[src/vcr_consts.svh]
//----------------------------------------------------------------------
// Purpose: offsets, field positions, reset values and timing counts
// Assumes: 16-bit register words, 7-bit register address
// Notes:   included by the register bank and its storage module
//----------------------------------------------------------------------
`ifndef VCR_CONSTS_SVH
`define VCR_CONSTS_SVH

// ---------------------------------------------------------------------
// register offsets
// ---------------------------------------------------------------------
`define VCR_OFS_PUMP_GAIN 7'h0E
`define VCR_OFS_AMPLITUDE 7'h13
`define VCR_OFS_AMP_START 7'h14
`define VCR_OFS_CAP_CODE 7'h16
`define VCR_OFS_CORE_SEL 7'h17
`define VCR_OFS_FILL_24 7'h18

// ---------------------------------------------------------------------
// storage indices
// ---------------------------------------------------------------------
`define VCR_IDX_PUMP_GAIN 3'h0
`define VCR_IDX_AMPLITUDE 3'h1
`define VCR_IDX_AMP_START 3'h2
`define VCR_IDX_CAP_CODE 3'h3
`define VCR_IDX_CORE_SEL 3'h4
`define VCR_IDX_FILL_24 3'h5
`define VCR_NUM_REGS 6

// ---------------------------------------------------------------------
// field positions
// ---------------------------------------------------------------------
`define VCR_GAIN_MSB 1
`define VCR_GAIN_LSB 0
`define VCR_AMP_MSB 11
`define VCR_AMP_LSB 3
`define VCR_ASTART_MSB 8
`define VCR_ASTART_LSB 0
`define VCR_CAP_MSB 7
`define VCR_CAP_LSB 0
`define VCR_START_EN_BIT 14
`define VCR_SEL_MSB 13
`define VCR_SEL_LSB 11
`define VCR_FORCE_BIT 10

// ---------------------------------------------------------------------
// reset values (fields at their defaults, other bits zero)
// ---------------------------------------------------------------------
`define VCR_RST_PUMP_GAIN 16'h0001
`define VCR_RST_AMPLITUDE 16'h0960
`define VCR_RST_AMP_START 16'h012C
`define VCR_RST_CAP_CODE 16'h0000
`define VCR_RST_CORE_SEL 16'h0800
`define VCR_RST_FILL_24 16'h0000

// ---------------------------------------------------------------------
// calibration constants
// ---------------------------------------------------------------------
`define VCR_TOP_CORE 3'h7
`define VCR_AMP_MAX 9'h1FF
`define VCR_CLK_MHZ 250
`define VCR_STEP_TIME_NS 100
`define VCR_STEP_CYCLES ((`VCR_STEP_TIME_NS * `VCR_CLK_MHZ) / 1000)

`endif

[src/vcr_pkg.sv]
//----------------------------------------------------------------------
// Purpose: types shared by the calibration control register bank
// Assumes: nothing
// Notes:   constants live in vcr_consts.svh
//----------------------------------------------------------------------
package vcr_pkg;

    typedef logic [15:0] vcr_word_t;

    typedef enum logic [1:0] {
        VCR_CAL_IDLE = 2'b00,
        VCR_CAL_RUN = 2'b01,
        VCR_CAL_DONE = 2'b10
    } vcr_cal_state_t;

endpackage : vcr_pkg

[src/vcr_regfile.sv]
//----------------------------------------------------------------------
// Purpose: storage for the six 16-bit register words
// Assumes: one write and one read port, same clock
// Notes:   read data registered; unmapped reads return zero
//----------------------------------------------------------------------
`include "vcr_consts.svh"

module vcr_regfile
    import vcr_pkg::*;
(
    // clock and reset
    input wire logic mclk_in,
    input wire logic reset_in,
    // write port
    input wire logic wr_en_in,
    input wire logic [2:0] wr_idx_in,
    input wire vcr_pkg::vcr_word_t wr_data_in,
    // read port
    input wire logic rd_en_in,
    input wire logic rd_hit_in,
    input wire logic [2:0] rd_idx_in,
    output vcr_pkg::vcr_word_t rd_data_out,
    // all words, for the control logic
    output logic [16*`VCR_NUM_REGS-1:0] words_out
);

    vcr_word_t mem_q [`VCR_NUM_REGS];
    vcr_word_t mem_d [`VCR_NUM_REGS];
    vcr_word_t rd_q;
    vcr_word_t rd_d;

    function automatic vcr_word_t vcr_reset_word(input int idx);
        case (idx)
            0: vcr_reset_word = `VCR_RST_PUMP_GAIN;
            1: vcr_reset_word = `VCR_RST_AMPLITUDE;
            2: vcr_reset_word = `VCR_RST_AMP_START;
            3: vcr_reset_word = `VCR_RST_CAP_CODE;
            4: vcr_reset_word = `VCR_RST_CORE_SEL;
            default: vcr_reset_word = `VCR_RST_FILL_24;
        endcase
    endfunction : vcr_reset_word

    always_comb begin
        for (int i = 0; i < `VCR_NUM_REGS; i++) begin
            mem_d[i] = mem_q[i];
        end
        // whole-word replace on write
        if (wr_en_in) begin
            mem_d[wr_idx_in] = wr_data_in;
        end
        rd_d = rd_q;
        if (rd_en_in) begin
            rd_d = rd_hit_in ? mem_q[rd_idx_in] : 16'h0000;
        end
    end

    always_ff @(posedge mclk_in or posedge reset_in) begin
        if (reset_in) begin
            for (int i = 0; i < `VCR_NUM_REGS; i++) begin
                mem_q[i] <= vcr_reset_word(i);
            end
            rd_q <= 16'h0000;
        end else begin
            for (int i = 0; i < `VCR_NUM_REGS; i++) begin
                mem_q[i] <= mem_d[i];
            end
            rd_q <= rd_d;
        end
    end

    assign rd_data_out = rd_q;

    generate
        for (genvar g = 0; g < `VCR_NUM_REGS; g++) begin : g_words
            assign words_out[16*g +: 16] = mem_q[g];
        end
    endgenerate

endmodule : vcr_regfile

[src/vcr_bank.sv]
//----------------------------------------------------------------------
// Purpose: oscillator calibration control register bank
// Assumes: register port driven by the serial port logic, same clock
// Notes:   comparator inputs are asynchronous and get synchronised
//----------------------------------------------------------------------
// What this block does
// - gain multiplier codes: 3x2.5, 2x1.5, 1x2, 0x1
// - amplitude dac nine bits 11:3, reset 300
// - amplitude override drives dac, skips calibration
// - amplitude search starts at start value, steps
// - capacitor code bits 7:0; override skips calibration
// - forced core codes 0..7 map high to low
// - start-core enable bit 14 picks start core
// - otherwise calibration starts core 7, steps down
// - core select bits 13:11, reset 1
// - force bit 10 with override selects core
`include "vcr_consts.svh"

module vcr_bank
    import vcr_pkg::*;
(
    // clock and reset
    input wire logic mclk_in,
    input wire logic reset_in,
    // register port
    input wire logic reg_wr_en_in,
    input wire logic reg_rd_en_in,
    input wire logic [6:0] reg_addr_in,
    input wire vcr_pkg::vcr_word_t reg_wdata_in,
    output vcr_pkg::vcr_word_t reg_rdata_out,
    output logic reg_rvalid_out,
    // override and enable controls
    input wire logic osc_amplitude_override_in,
    input wire logic osc_capacitor_override_in,
    input wire logic amplitude_cal_enable_in,
    input wire logic frequency_cal_enable_in,
    // calibration requests and comparators
    input wire logic amp_cal_start_in,
    input wire logic freq_cal_start_in,
    input wire logic amp_below_target_in,
    input wire logic freq_target_reached_in,
    // charge pump
    output logic [1:0] pump_gain_multiplier_out,
    output logic [2:0] pump_gain_halves_out,
    // amplitude
    output logic [8:0] osc_amplitude_dac_out,
    output logic amp_cal_busy_out,
    output logic amp_cal_done_out,
    // frequency
    output logic [7:0] osc_capacitor_code_out,
    output logic [2:0] osc_core_out,
    output logic osc_core_forced_out,
    output logic freq_cal_bypass_out,
    output logic freq_cal_busy_out,
    output logic freq_cal_done_out
);

    // -----------------------------------------------------------------
    // address decode
    // -----------------------------------------------------------------
    function automatic logic [3:0] vcr_decode(input logic [6:0] addr);
        case (addr)
            `VCR_OFS_PUMP_GAIN: vcr_decode = {1'b1, `VCR_IDX_PUMP_GAIN};
            `VCR_OFS_AMPLITUDE: vcr_decode = {1'b1, `VCR_IDX_AMPLITUDE};
            `VCR_OFS_AMP_START: vcr_decode = {1'b1, `VCR_IDX_AMP_START};
            `VCR_OFS_CAP_CODE: vcr_decode = {1'b1, `VCR_IDX_CAP_CODE};
            `VCR_OFS_CORE_SEL: vcr_decode = {1'b1, `VCR_IDX_CORE_SEL};
            `VCR_OFS_FILL_24: vcr_decode = {1'b1, `VCR_IDX_FILL_24};
            default: vcr_decode = 4'h0;
        endcase
    endfunction : vcr_decode

    // gain factor in halves
    function automatic logic [2:0] vcr_gain_halves(input logic [1:0] code);
        case (code)
            2'h3: vcr_gain_halves = 3'h5;
            2'h2: vcr_gain_halves = 3'h3;
            2'h1: vcr_gain_halves = 3'h4;
            default: vcr_gain_halves = 3'h2;
        endcase
    endfunction : vcr_gain_halves

    logic [3:0] wr_dec;
    logic [3:0] rd_dec;
    logic [16*`VCR_NUM_REGS-1:0] words;
    logic rvalid_q;
    logic rvalid_d;

    assign wr_dec = vcr_decode(reg_addr_in);
    assign rd_dec = vcr_decode(reg_addr_in);

    // -----------------------------------------------------------------
    // register storage
    // -----------------------------------------------------------------
    // read-write words
    vcr_regfile u_regfile (
        .mclk_in(mclk_in),
        .reset_in(reset_in),
        .wr_en_in(reg_wr_en_in && wr_dec[3]),
        .wr_idx_in(wr_dec[2:0]),
        .wr_data_in(reg_wdata_in),
        .rd_en_in(reg_rd_en_in),
        .rd_hit_in(rd_dec[3]),
        .rd_idx_in(rd_dec[2:0]),
        .rd_data_out(reg_rdata_out),
        .words_out(words)
    );

    always_comb begin
        rvalid_d = reg_rd_en_in;
    end

    always_ff @(posedge mclk_in or posedge reset_in) begin
        if (reset_in) begin
            rvalid_q <= 1'b0;
        end else begin
            rvalid_q <= rvalid_d;
        end
    end

    assign reg_rvalid_out = rvalid_q;

    // -----------------------------------------------------------------
    // field extraction
    // -----------------------------------------------------------------
    vcr_word_t w_gain;
    vcr_word_t w_amp;
    vcr_word_t w_astart;
    vcr_word_t w_cap;
    vcr_word_t w_core;
    logic [1:0] f_gain;
    logic [8:0] f_amp;
    logic [8:0] f_astart;
    logic [7:0] f_cap;
    logic f_start_en;
    logic [2:0] f_sel;
    logic f_force;
    logic forced;

    assign w_gain = words[16*`VCR_IDX_PUMP_GAIN +: 16];
    assign w_amp = words[16*`VCR_IDX_AMPLITUDE +: 16];
    assign w_astart = words[16*`VCR_IDX_AMP_START +: 16];
    assign w_cap = words[16*`VCR_IDX_CAP_CODE +: 16];
    assign w_core = words[16*`VCR_IDX_CORE_SEL +: 16];
    assign f_gain = w_gain[`VCR_GAIN_MSB:`VCR_GAIN_LSB];
    assign f_amp = w_amp[`VCR_AMP_MSB:`VCR_AMP_LSB];
    assign f_astart = w_astart[`VCR_ASTART_MSB:`VCR_ASTART_LSB];
    assign f_cap = w_cap[`VCR_CAP_MSB:`VCR_CAP_LSB];
    assign f_start_en = w_core[`VCR_START_EN_BIT];
    assign f_sel = w_core[`VCR_SEL_MSB:`VCR_SEL_LSB];
    assign f_force = w_core[`VCR_FORCE_BIT];
    assign forced = osc_capacitor_override_in && f_force;

    // -----------------------------------------------------------------
    // comparator synchronisers and step divider
    // -----------------------------------------------------------------
    logic [1:0] sync1_q;
    logic [1:0] sync2_q;
    logic [1:0] sync3_q;
    logic [1:0] cmp_q;
    logic [1:0] cmp_d;
    logic [7:0] div_q;
    logic [7:0] div_d;
    logic step_en;

    always_comb begin
        for (int i = 0; i < 2; i++) begin
            cmp_d[i] = (sync2_q[i] == sync3_q[i]) ? sync3_q[i] : cmp_q[i];
        end
        div_d = (div_q == 8'(`VCR_STEP_CYCLES - 1)) ? 8'h00 : div_q + 8'h01;
    end

    assign step_en = (div_q == 8'(`VCR_STEP_CYCLES - 1));

    always_ff @(posedge mclk_in or posedge reset_in) begin
        if (reset_in) begin
            sync1_q <= 2'h0;
            sync2_q <= 2'h0;
            sync3_q <= 2'h0;
            cmp_q <= 2'h0;
            div_q <= 8'h00;
        end else begin
            sync1_q <= {freq_target_reached_in, amp_below_target_in};
            sync2_q <= sync1_q;
            sync3_q <= sync2_q;
            cmp_q <= cmp_d;
            div_q <= div_d;
        end
    end

    // -----------------------------------------------------------------
    // amplitude calibration
    // -----------------------------------------------------------------
    vcr_cal_state_t acal_q;
    vcr_cal_state_t acal_d;
    logic [8:0] amp_q;
    logic [8:0] amp_d;
    logic acal_go;

    assign acal_go = amp_cal_start_in && amplitude_cal_enable_in && !osc_amplitude_override_in;

    always_comb begin
        acal_d = acal_q;
        amp_d = amp_q;
        case (acal_q)
            VCR_CAL_RUN: begin
                if (step_en) begin
                    if (cmp_q[0] && amp_q != `VCR_AMP_MAX) begin
                        amp_d = amp_q + 9'h001;
                    end else begin
                        acal_d = VCR_CAL_DONE;
                    end
                end
            end
            VCR_CAL_IDLE, VCR_CAL_DONE: begin
                acal_d = acal_q;
            end
            default: begin
                acal_d = VCR_CAL_IDLE;
            end
        endcase
        if (acal_go) begin
            acal_d = VCR_CAL_RUN;
            amp_d = f_astart;
        end
    end

    always_ff @(posedge mclk_in or posedge reset_in) begin
        if (reset_in) begin
            acal_q <= VCR_CAL_IDLE;
            amp_q <= 9'h000;
        end else begin
            acal_q <= acal_d;
            amp_q <= amp_d;
        end
    end

    // -----------------------------------------------------------------
    // frequency calibration core walk
    // -----------------------------------------------------------------
    vcr_cal_state_t fcal_q;
    vcr_cal_state_t fcal_d;
    logic [2:0] core_q;
    logic [2:0] core_d;
    logic fcal_go;

    assign fcal_go = freq_cal_start_in && frequency_cal_enable_in && !osc_capacitor_override_in;

    always_comb begin
        fcal_d = fcal_q;
        core_d = core_q;
        case (fcal_q)
            VCR_CAL_RUN: begin
                if (step_en) begin
                    if (cmp_q[1] || core_q == 3'h0) begin
                        fcal_d = VCR_CAL_DONE;
                    end else begin
                        core_d = core_q - 3'h1;
                    end
                end
            end
            VCR_CAL_IDLE, VCR_CAL_DONE: begin
                fcal_d = fcal_q;
            end
            default: begin
                fcal_d = VCR_CAL_IDLE;
            end
        endcase
        if (fcal_go) begin
            fcal_d = VCR_CAL_RUN;
            core_d = f_start_en ? f_sel : `VCR_TOP_CORE;
        end
    end

    always_ff @(posedge mclk_in or posedge reset_in) begin
        if (reset_in) begin
            fcal_q <= VCR_CAL_IDLE;
            core_q <= `VCR_TOP_CORE;
        end else begin
            fcal_q <= fcal_d;
            core_q <= core_d;
        end
    end

    // -----------------------------------------------------------------
    // registered outputs; busy and done decode the calibration state registers, freq_cal_bypass_out follows the capacitor override input unregistered
    // -----------------------------------------------------------------
    logic [1:0] gain_q;
    logic [2:0] halves_q;
    logic [8:0] dac_q;
    logic [7:0] cap_q;
    logic [2:0] core_out_q;
    logic forced_q;
    logic [1:0] gain_d;
    logic [2:0] halves_d;
    logic [8:0] dac_d;
    logic [7:0] cap_d;
    logic [2:0] core_out_d;

    always_comb begin
        gain_d = f_gain;
        halves_d = vcr_gain_halves(f_gain);
        dac_d = osc_amplitude_override_in ? f_amp : amp_q;
        cap_d = f_cap;
        core_out_d = forced ? f_sel : core_q;
    end

    always_ff @(posedge mclk_in or posedge reset_in) begin
        if (reset_in) begin
            gain_q <= 2'h1;
            halves_q <= 3'h4;
            dac_q <= 9'h000;
            cap_q <= 8'h00;
            core_out_q <= `VCR_TOP_CORE;
            forced_q <= 1'b0;
        end else begin
            gain_q <= gain_d;
            halves_q <= halves_d;
            dac_q <= dac_d;
            cap_q <= cap_d;
            core_out_q <= core_out_d;
            forced_q <= forced;
        end
    end

    assign pump_gain_multiplier_out = gain_q;
    assign pump_gain_halves_out = halves_q;
    assign osc_amplitude_dac_out = dac_q;
    assign amp_cal_busy_out = (acal_q == VCR_CAL_RUN);
    assign amp_cal_done_out = (acal_q == VCR_CAL_DONE);
    assign osc_capacitor_code_out = cap_q;
    assign osc_core_out = core_out_q;
    assign osc_core_forced_out = forced_q;
    assign freq_cal_bypass_out = osc_capacitor_override_in;
    assign freq_cal_busy_out = (fcal_q == VCR_CAL_RUN);
    assign freq_cal_done_out = (fcal_q == VCR_CAL_DONE);
endmodule : vcr_bank

[config.mk]
export PLATFORM = sky130hd
export DESIGN_NAME = vcr_bank
export DESIGN_NICKNAME = d
export VERILOG_FILES = /design/src/vcr_pkg.sv /design/src/vcr_regfile.sv /design/src/vcr_bank.sv
export VERILOG_INCLUDE_DIRS = /design/src /design/src/src
export SDC_FILE = /design/constraint.sdc
export NUM_CORES = 1
export LEC_CHECK = 0
export ABC_CLOCK_PERIOD_IN_PS = 7300
export BUFFER_PORTS_ARGS = -buffer_cell sky130_fd_sc_hd__buf_2
export CAP_MARGIN = 20
export CORE_MARGIN = 10
export CORE_UTILIZATION = 54
export DETAILED_ROUTE_END_ITERATION = 10
export GPL_TIMING_DRIVEN = 0
export PLACE_DENSITY = 0.74
export SLEW_MARGIN = 20
export SYNTH_ARGS = -nofsm -noshare
export SYNTH_HDL_FRONTEND = slang
export SYNTH_SLANG_ARGS = --single-unit
[constraint.sdc]
create_clock -name mclk_in -period 7.3 [get_ports mclk_in]
set_clock_uncertainty 0.1 [all_clocks]
set_input_delay 0.73 -clock mclk_in [delete_from_list [all_inputs] [get_ports mclk_in]]
set_output_delay 0.73 -clock mclk_in [all_outputs]
set_load 0.005 [all_outputs]
==> summary.txt, run 1 <==
WP data required = 7.51 ns
Tightest Hold Check Type = input pin to asynchronous set/reset pin
Final ANT Viol Nets = 0
Pwr Total = 2.25 mW
RSZ-0062 raised after global routing = no
Yosys top cell by area = dfrtp_1
Core area = 13400 µm²
P&R area growth vs syn = 17.5%
Vias in the first global route = 5213
Top cell by count, worst path = and3_1
Crit Path Class = flip-flop to flip-flop
Max incr delay on CP = 0.46 ns
Grt total ovfl = 0
Dominant synthesized flop cell = dfrtp_1
WP data arrival = 3.19 ns
Pin count of the biggest net entering global routing = 107
Layout net count = 717
Period utilisation layout = 40.7%
FF+latch area = 4300 µm²
First-pass GRT wire length = 27.6 mm
Final setup violation count = 0
Worst-Margin Slew = 0.988 ns
Pleak = 4.27 nW
Slew headroom = 33.6%
TritonCTS Buffers = 17
Initial antenna violation count = 0
Ant diodes = 0
Total die area = 18900 µm²
Seq/Total Area, Yosys = 57.7%
Fin Hold WS = 0.227 ns
Run status = completed
Post-Syn Area = 7460 µm²
Worst VDD drop = 175 µV
Final core utilization = 65.4%
Die H = 138 µm
Pwr dens = 256 nW/µm²
Multi-input combinational cell area = 2880 µm²
Final count of hold timing violations = 0
Layout fillers = 991
Drc violations = 0
Crit path max fanout = 6
Flop-to-flop setup slack = 4.33 ns
I/O pin count = 83
CTS resizes = 0
Pre-antenna DRT Iters = 4
TritonCTS clock tree = built
Setup_tns = 0 ns
Post-synth ARST share = 100%
Number of synthesized register bits = 171
Final worst slack = 4.33 ns
Post-synth EDFFs = 0
YS warnings = 0
Clock sink count = 171
Fraction of final layout cells sized beyond drive strength 1 = 39.8%
Syn nets = 618
Die X = 138 µm
First DRT Iteration DRCs = 213
Main area contributors after synthesis = dfrtp_1 (51%), mux2_2 (16%), dfstp_2 (6.3%)
Pre-CTS WS = 4.06 ns
Post-route minimum period = 2.97 ns
CTS max path bufs = 2
DP Wirelength = 12.0 mm
Crit start category = flip-flop
Syn Inst Count = 577
Post-DR vias/cell = 5.68
CP endpoint kind = flip-flop
GRT Overall Usage = 19.0%
Final Max Tran Viols = 0
Placer Congestion = 0.874
Avg Inst Size Synth = 12.9 µm²
Root Driver = clkbuf_16
Max-Cap Viols = 0
Post-CTS Hold Buffers = 0
CP max-delay cell = nor4_1
Crit-path cells = ha_1 -> and3_1 -> and3_1 -> and3_1 -> ha_1 -> and4bb_2 -> nand3_1 -> nor4_1 -> xnor2_1 -> o21ai_0
Area share of the largest cell type after synthesis = 51.4%
Achievable frequency = 336 MHz
Initial Util = 55.6%
Num rows = 42
# H-tree levels = 4
Vias = 4912
Postcts setup bufs = 0
WL/cell = 19.8 µm
Post-synth cell types = 53
Skew-Pair Late Insertion Delay = 0.44 ns
Clock slew at reported path FFs = 0.06 ns
Post-Route WL = 17.2 mm
Port Buf Inserts = 79
-- path summary, 6_finish.rpt --
kind,endpoint,start,cells after the start
max,amp_q[7]$_DFFE_PP0P_,amp_q[0]$_DFFE_PP0P_,10
min,u_regfile.words_out[43]$_DFFE_PP0P_,reset_in,2
max reg2reg,amp_q[7]$_DFFE_PP0P_,amp_q[0]$_DFFE_PP0P_,10
min reg2reg,sync2_q[1]$_DFF_PP0_,sync1_q[1]$_DFF_PP0_,0
max in group asynchronous,pump_gain_multiplier_out[0]$_DFF_PP1_,reset_in,3
min in group mclk_in,sync2_q[1]$_DFF_PP0_,sync1_q[1]$_DFF_PP0_,0
-- final cells by class --
cell class / instances / area share, %
Multi-Input combinational cell: 345 / 32.9
Clock buffer: 22 / 5.64
Tap cell: 176 / 2.51
Timing Repair Buffer: 80 / 4.83
Sequential cell: 171 / 49.1
Buffer: 32 / 1.88
Inverter: 29 / 1.34
Clock inverter: 10 / 1.84
-- placed cells by master, fill, tap and decap left out, types with 12 or more instances in the layout --
cell type / n
dfrtp_1: 153
mux2_2: 108
buf_2: 88
nand2_1: 30
inv_1: 26
a21oi_1: 24
nor2_1: 19
dfstp_2: 18
clkbuf_1: 17
clkbuf_16: 17
o21ai_0: 16
mux2i_1: 12
-- metal layers --
metal  up-vias  track usage (%)  share of wire [%]
met2       119             31.7                 51
met5         -                0                  0
met4         0             7.38                1.7
met1      2509             23.5                 41
met3        21             4.30                6.2
li1       2263                -                  -
-- kinds of logic after synthesis --
group	count (synthesis)	synth area share, %
muxes	133	20.4
adders and majority gates	8	1.28
DFF	171	57.7
buffers and inverters	61	3.69
AOI/OAI and AO/OA	77	6.81
and+or+nand+nor	112	8.37
xor gates and xnor gates	15	1.76
-- critical path: cells and delay by family, from the launching register on --
family	cells	cell delay [ns]
AO/OA/AOI/OAI	1	0.09
AND/OR/NAND/NOR	6	1.65
flip-flops	1	0.41
adder cells (fa/ha/maj)	2	0.42
XOR/XNOR	1	0.17
-- stage by stage --
step                area (µm²)  instances
floorplan                 7460        577
global placement          8070        832
detailed placement        8110        833
CTS                       8760        865
global route              8760        865
finish                    8760        865
-- report_power, final --
group / switching (mW) / internal, mW / total (mW) / leakage [nW]
clock network: 0.367 / 0.617 / 0.984 / 0.314
logic: 0.0968 / 0.0946 / 0.191 / 1.71
registers: 0.0415 / 1.03 / 1.07 / 2.24
total: 0.505 / 1.74 / 2.25 / 4.27
-- synthesized netlist by cell type (11+ instances only) --
cell      instances
mux2i_1          12
clkbuf_1         17
mux2_2          108
dfstp_2          18
nor2_1           19
dfrtp_1         153
o21ai_0          16
nand2_1          30
inv_1            27
a21oi_1          24
o32ai_1          11
-- state kept, by name (all words and copies together), names as in the netlist, 3 cells and up --
name,count
amp_q,9
osc_core_out,3
osc_amplitude_dac_out,9
core_q,3
u_regfile.rd_data_out,16
pump_gain_halves_out,3
u_regfile.words_out,96
div_q,8
osc_capacitor_code_out,8
(Power assumes the default switching activity.)
==> run 2: changes to the inputs <==
--- a/config.mk
+++ b/config.mk
@@ -6,7 +6,7 @@
 export SDC_FILE = /design/constraint.sdc
 export NUM_CORES = 1
 export LEC_CHECK = 0
-export ABC_CLOCK_PERIOD_IN_PS = 7300
+export ABC_CLOCK_PERIOD_IN_PS = 3100
 export BUFFER_PORTS_ARGS = -buffer_cell sky130_fd_sc_hd__buf_2
 export CAP_MARGIN = 20
 export CORE_MARGIN = 10
==> constraint.sdc (replaced) <==
create_clock -name mclk_in -period 3.1 [get_ports mclk_in]
set_clock_uncertainty 0.1 [all_clocks]
set_input_delay 0.31 -clock mclk_in [delete_from_list [all_inputs] [get_ports mclk_in]]
set_output_delay 0.31 -clock mclk_in [all_outputs]
set_load 0.005 [all_outputs]
==> run 2 against run 1 <==
Compared with the run above:
- fmax up 3.3%
- combinational power up 150%
- highest routed layer unchanged
- largest cell class unchanged
- hold slack got worse by 0.15 ns
- largest power group unchanged
- critical path depth unchanged
==> summary.txt, run 2 (synthesis gave the netlist of run 1 again) <==
Cell area after layout = 8820 µm² (was 8760 µm²)
WP data arrival = 3.09 ns (was 3.19 ns)
Crit Path Class = flip-flop to flip-flop (unchanged)
Combinational share of power = 9.2% (was 8.5%)
Pwr Total = 5.10 mW (was 2.25 mW)
# placed instances = 837 (was 833)
Cell Int Power = 3.93 mW (was 1.74 mW)
Placer Congestion = 0.859 (was 0.874)
P&R area growth vs syn = 18.3% (was 17.5%)
Drc violations = 0 (unchanged)
Initial Util = 55.6% (unchanged)
Num rows = 42 (unchanged)
Commonest non-fill, non-tap cell in the layout = dfrtp_1 (unchanged)
I/O pin count = 83 (unchanged)
Clock sink count = 171 (unchanged)
Max-Cap Viols = 0 (unchanged)
Worst VDD drop = 351 µV (was 175 µV)
Most frequent cells in the layout = dfrtp_1 (153), mux2_2 (108), buf_2 (88), nand2_1 (30), inv_1 (26) (unchanged)
Crit start category = flip-flop (unchanged)
First-pass GRT wire length = 27.9 mm (was 27.6 mm)
Pre-CTS WS = 0.0918 ns (was 4.06 ns)
Final setup violation count = 0 (unchanged)
Post-route minimum period = 2.88 ns (was 2.97 ns)
Post-Route WL = 17.2 mm (about the same)
Placed Area = 8180 µm² (was 8110 µm²)
Post-DR vias/cell = 5.70 (was 5.68)
Clock slew at reported path FFs = 0.06 ns (about the same)
Vias = 4976 (was 4912)
Final count of hold timing violations = 0 (unchanged)
Period utilisation layout = 92.9% (was 40.7%)
Ant diodes = 0 (unchanged)
TritonCTS clock tree = built (unchanged)
RSZ-0062 raised after global routing = no (unchanged)
Final Max Tran Viols = 0 (unchanged)
Pin count of the biggest net entering global routing = 37 (was 107)
Total die area = 18900 µm² (unchanged)
Crit path max fanout = 6 (unchanged)
Final Non-Filler Cells = 873 (was 865)
Pwr dens = 579 nW/µm² (was 256 nW/µm²)
Worst-Margin Slew = 1.00 ns (was 0.988 ns)
Sw Pwr = 1.17 mW (was 0.505 mW)
Multi-input combinational cell area = 2890 µm² (was 2880 µm²)
Skew-Pair Late Insertion Delay = 0.43 ns (was 0.44 ns)
Pleak = 4.29 nW (was 4.27 nW)
First DRT Iteration DRCs = 274 (was 213)
Vias in the first global route = 5360 (was 5213)
Slew headroom = 32.8% (was 33.6%)
Grt total ovfl = 0 (unchanged)
Achievable frequency = 347 MHz (was 336 MHz)
WP data required = 3.31 ns (was 7.51 ns)
Run status = completed (unchanged)
DP Wirelength = 12.3 mm (was 12.0 mm)
# H-tree levels = 4 (unchanged)
Layout fillers = 981 (was 991)
Initial antenna violation count = 0 (unchanged)
Max FFs per register = 96 (unchanged)
Fraction of final layout cells sized beyond drive strength 1 = 39.6% (was 39.8%)
CP endpoint kind = flip-flop (unchanged)
Pre-antenna DRT Iters = 4 (unchanged)
Clock power frac = 41.4% (was 43.8%)
Core area = 13400 µm² (unchanged)
Root Driver = clkbuf_16 (unchanged)
WL/cell = 19.7 µm (was 19.8 µm)
Die X = 138 µm (unchanged)
Final worst slack = 0.221 ns (was 4.33 ns)
Flop pwr share = 49.4% (was 47.7%)
Layout net count = 725 (was 717)
TritonCTS Buffers = 17 (unchanged)
Port Buf Inserts = 79 (unchanged)
Sw frac = 23.0% (was 22.5%)
Final ANT Viol Nets = 0 (unchanged)
Tightest Hold Check Type = input pin to flip-flop (was input pin to asynchronous set/reset pin)
Die H = 138 µm (unchanged)
CTS max path bufs = 2 (unchanged)
GRT Overall Usage = 19.1% (was 19.0%)
FF+latch area = 4300 µm² (unchanged)
-- run 2: power by group through the flow --
stage	Combinational (mW)	Sequential, mW	Clock [mW]
after CTS	0.478	2.52	2.13
after floorplan	0.299	2.53	0
after detailed placement	0.472	2.56	0
after global placement	0.431	2.55	0
final	0.471	2.52	2.11
after global routing	0.528	2.54	2.22
-- run 2: stage by stage --
step | hold slack [ns] | utilization, % | setup TNS (ns)
5_1_grt | 0.0920 | 65.8 | 0
4_1_cts | 0.0697 | 65.7 | 0
6_report | 0.0774 | 65.8 | 0
3_3_place_gp | 0.234 | 60.3 | -49.31
3_5_place_dp | 0.242 | 61.1 | 0
2_1_floorplan | 0.231 | - | 0
-- run 2: cell type report --
class	count	share of cell area, %
Inverter	29	1.29
Clock buffer	25	5.62
Sequential cell	171	48.8
Buffer	32	1.87
Timing Repair Buffer	88	6.16
Clock inverter	7	1.02
Multi-Input combinational cell	345	32.8
Tap cell	176	2.50
-- run 2: worst max-delay path, stage by stage (launching register included) --
cell,delay [ns]
dfrtp_1,0.43
ha_1,0.23
and3_1,0.19
and3_1,0.19
and3_1,0.18
ha_1,0.20
and4bb_2,0.37
nand3_2,0.21
nor4_2,0.39
xnor2_1,0.16
o21ai_0,0.09
-- run 2: final timing paths --
check	cells after the start	to	from	slack, ns
setup / recovery	10	amp_q[7]$_DFFE_PP0P_	amp_q[0]$_DFFE_PP0P_	0.22
hold / removal	3	fcal_q[1]$_DFFE_PP0P_	osc_capacitor_override_in	0.08
setup reg to reg	10	amp_q[7]$_DFFE_PP0P_	amp_q[0]$_DFFE_PP0P_	0.22
hold reg to reg	0	sync2_q[1]$_DFF_PP0_	sync1_q[1]$_DFF_PP0_	0.25
max in group asynchronous	7	pump_gain_halves_out[2]$_DFF_PP1_	reset_in	1.27
min in group asynchronous	3	u_regfile.words_out[43]$_DFFE_PP0P_	reset_in	0.37
-- run 2: repair_timing --
action / 4_1_cts / 5_1_grt
buffers inserted: 0 / 0
endpoints found under the hold margin: 26 / 0
hold buffers: 4 / 0
endpoints found under the setup margin: 0 / 1
resized for setup: 0 / 2
-- run 2: routing by layer --
metal  vias up  part of all wire (%)  GRT usage (%)
met4         0                   1.0           6.91
met5         -                     0              0
met3        15                   6.5           4.55
li1       2270                     -              -
met1      2572                    41           23.4
met2       119                    51           32.2
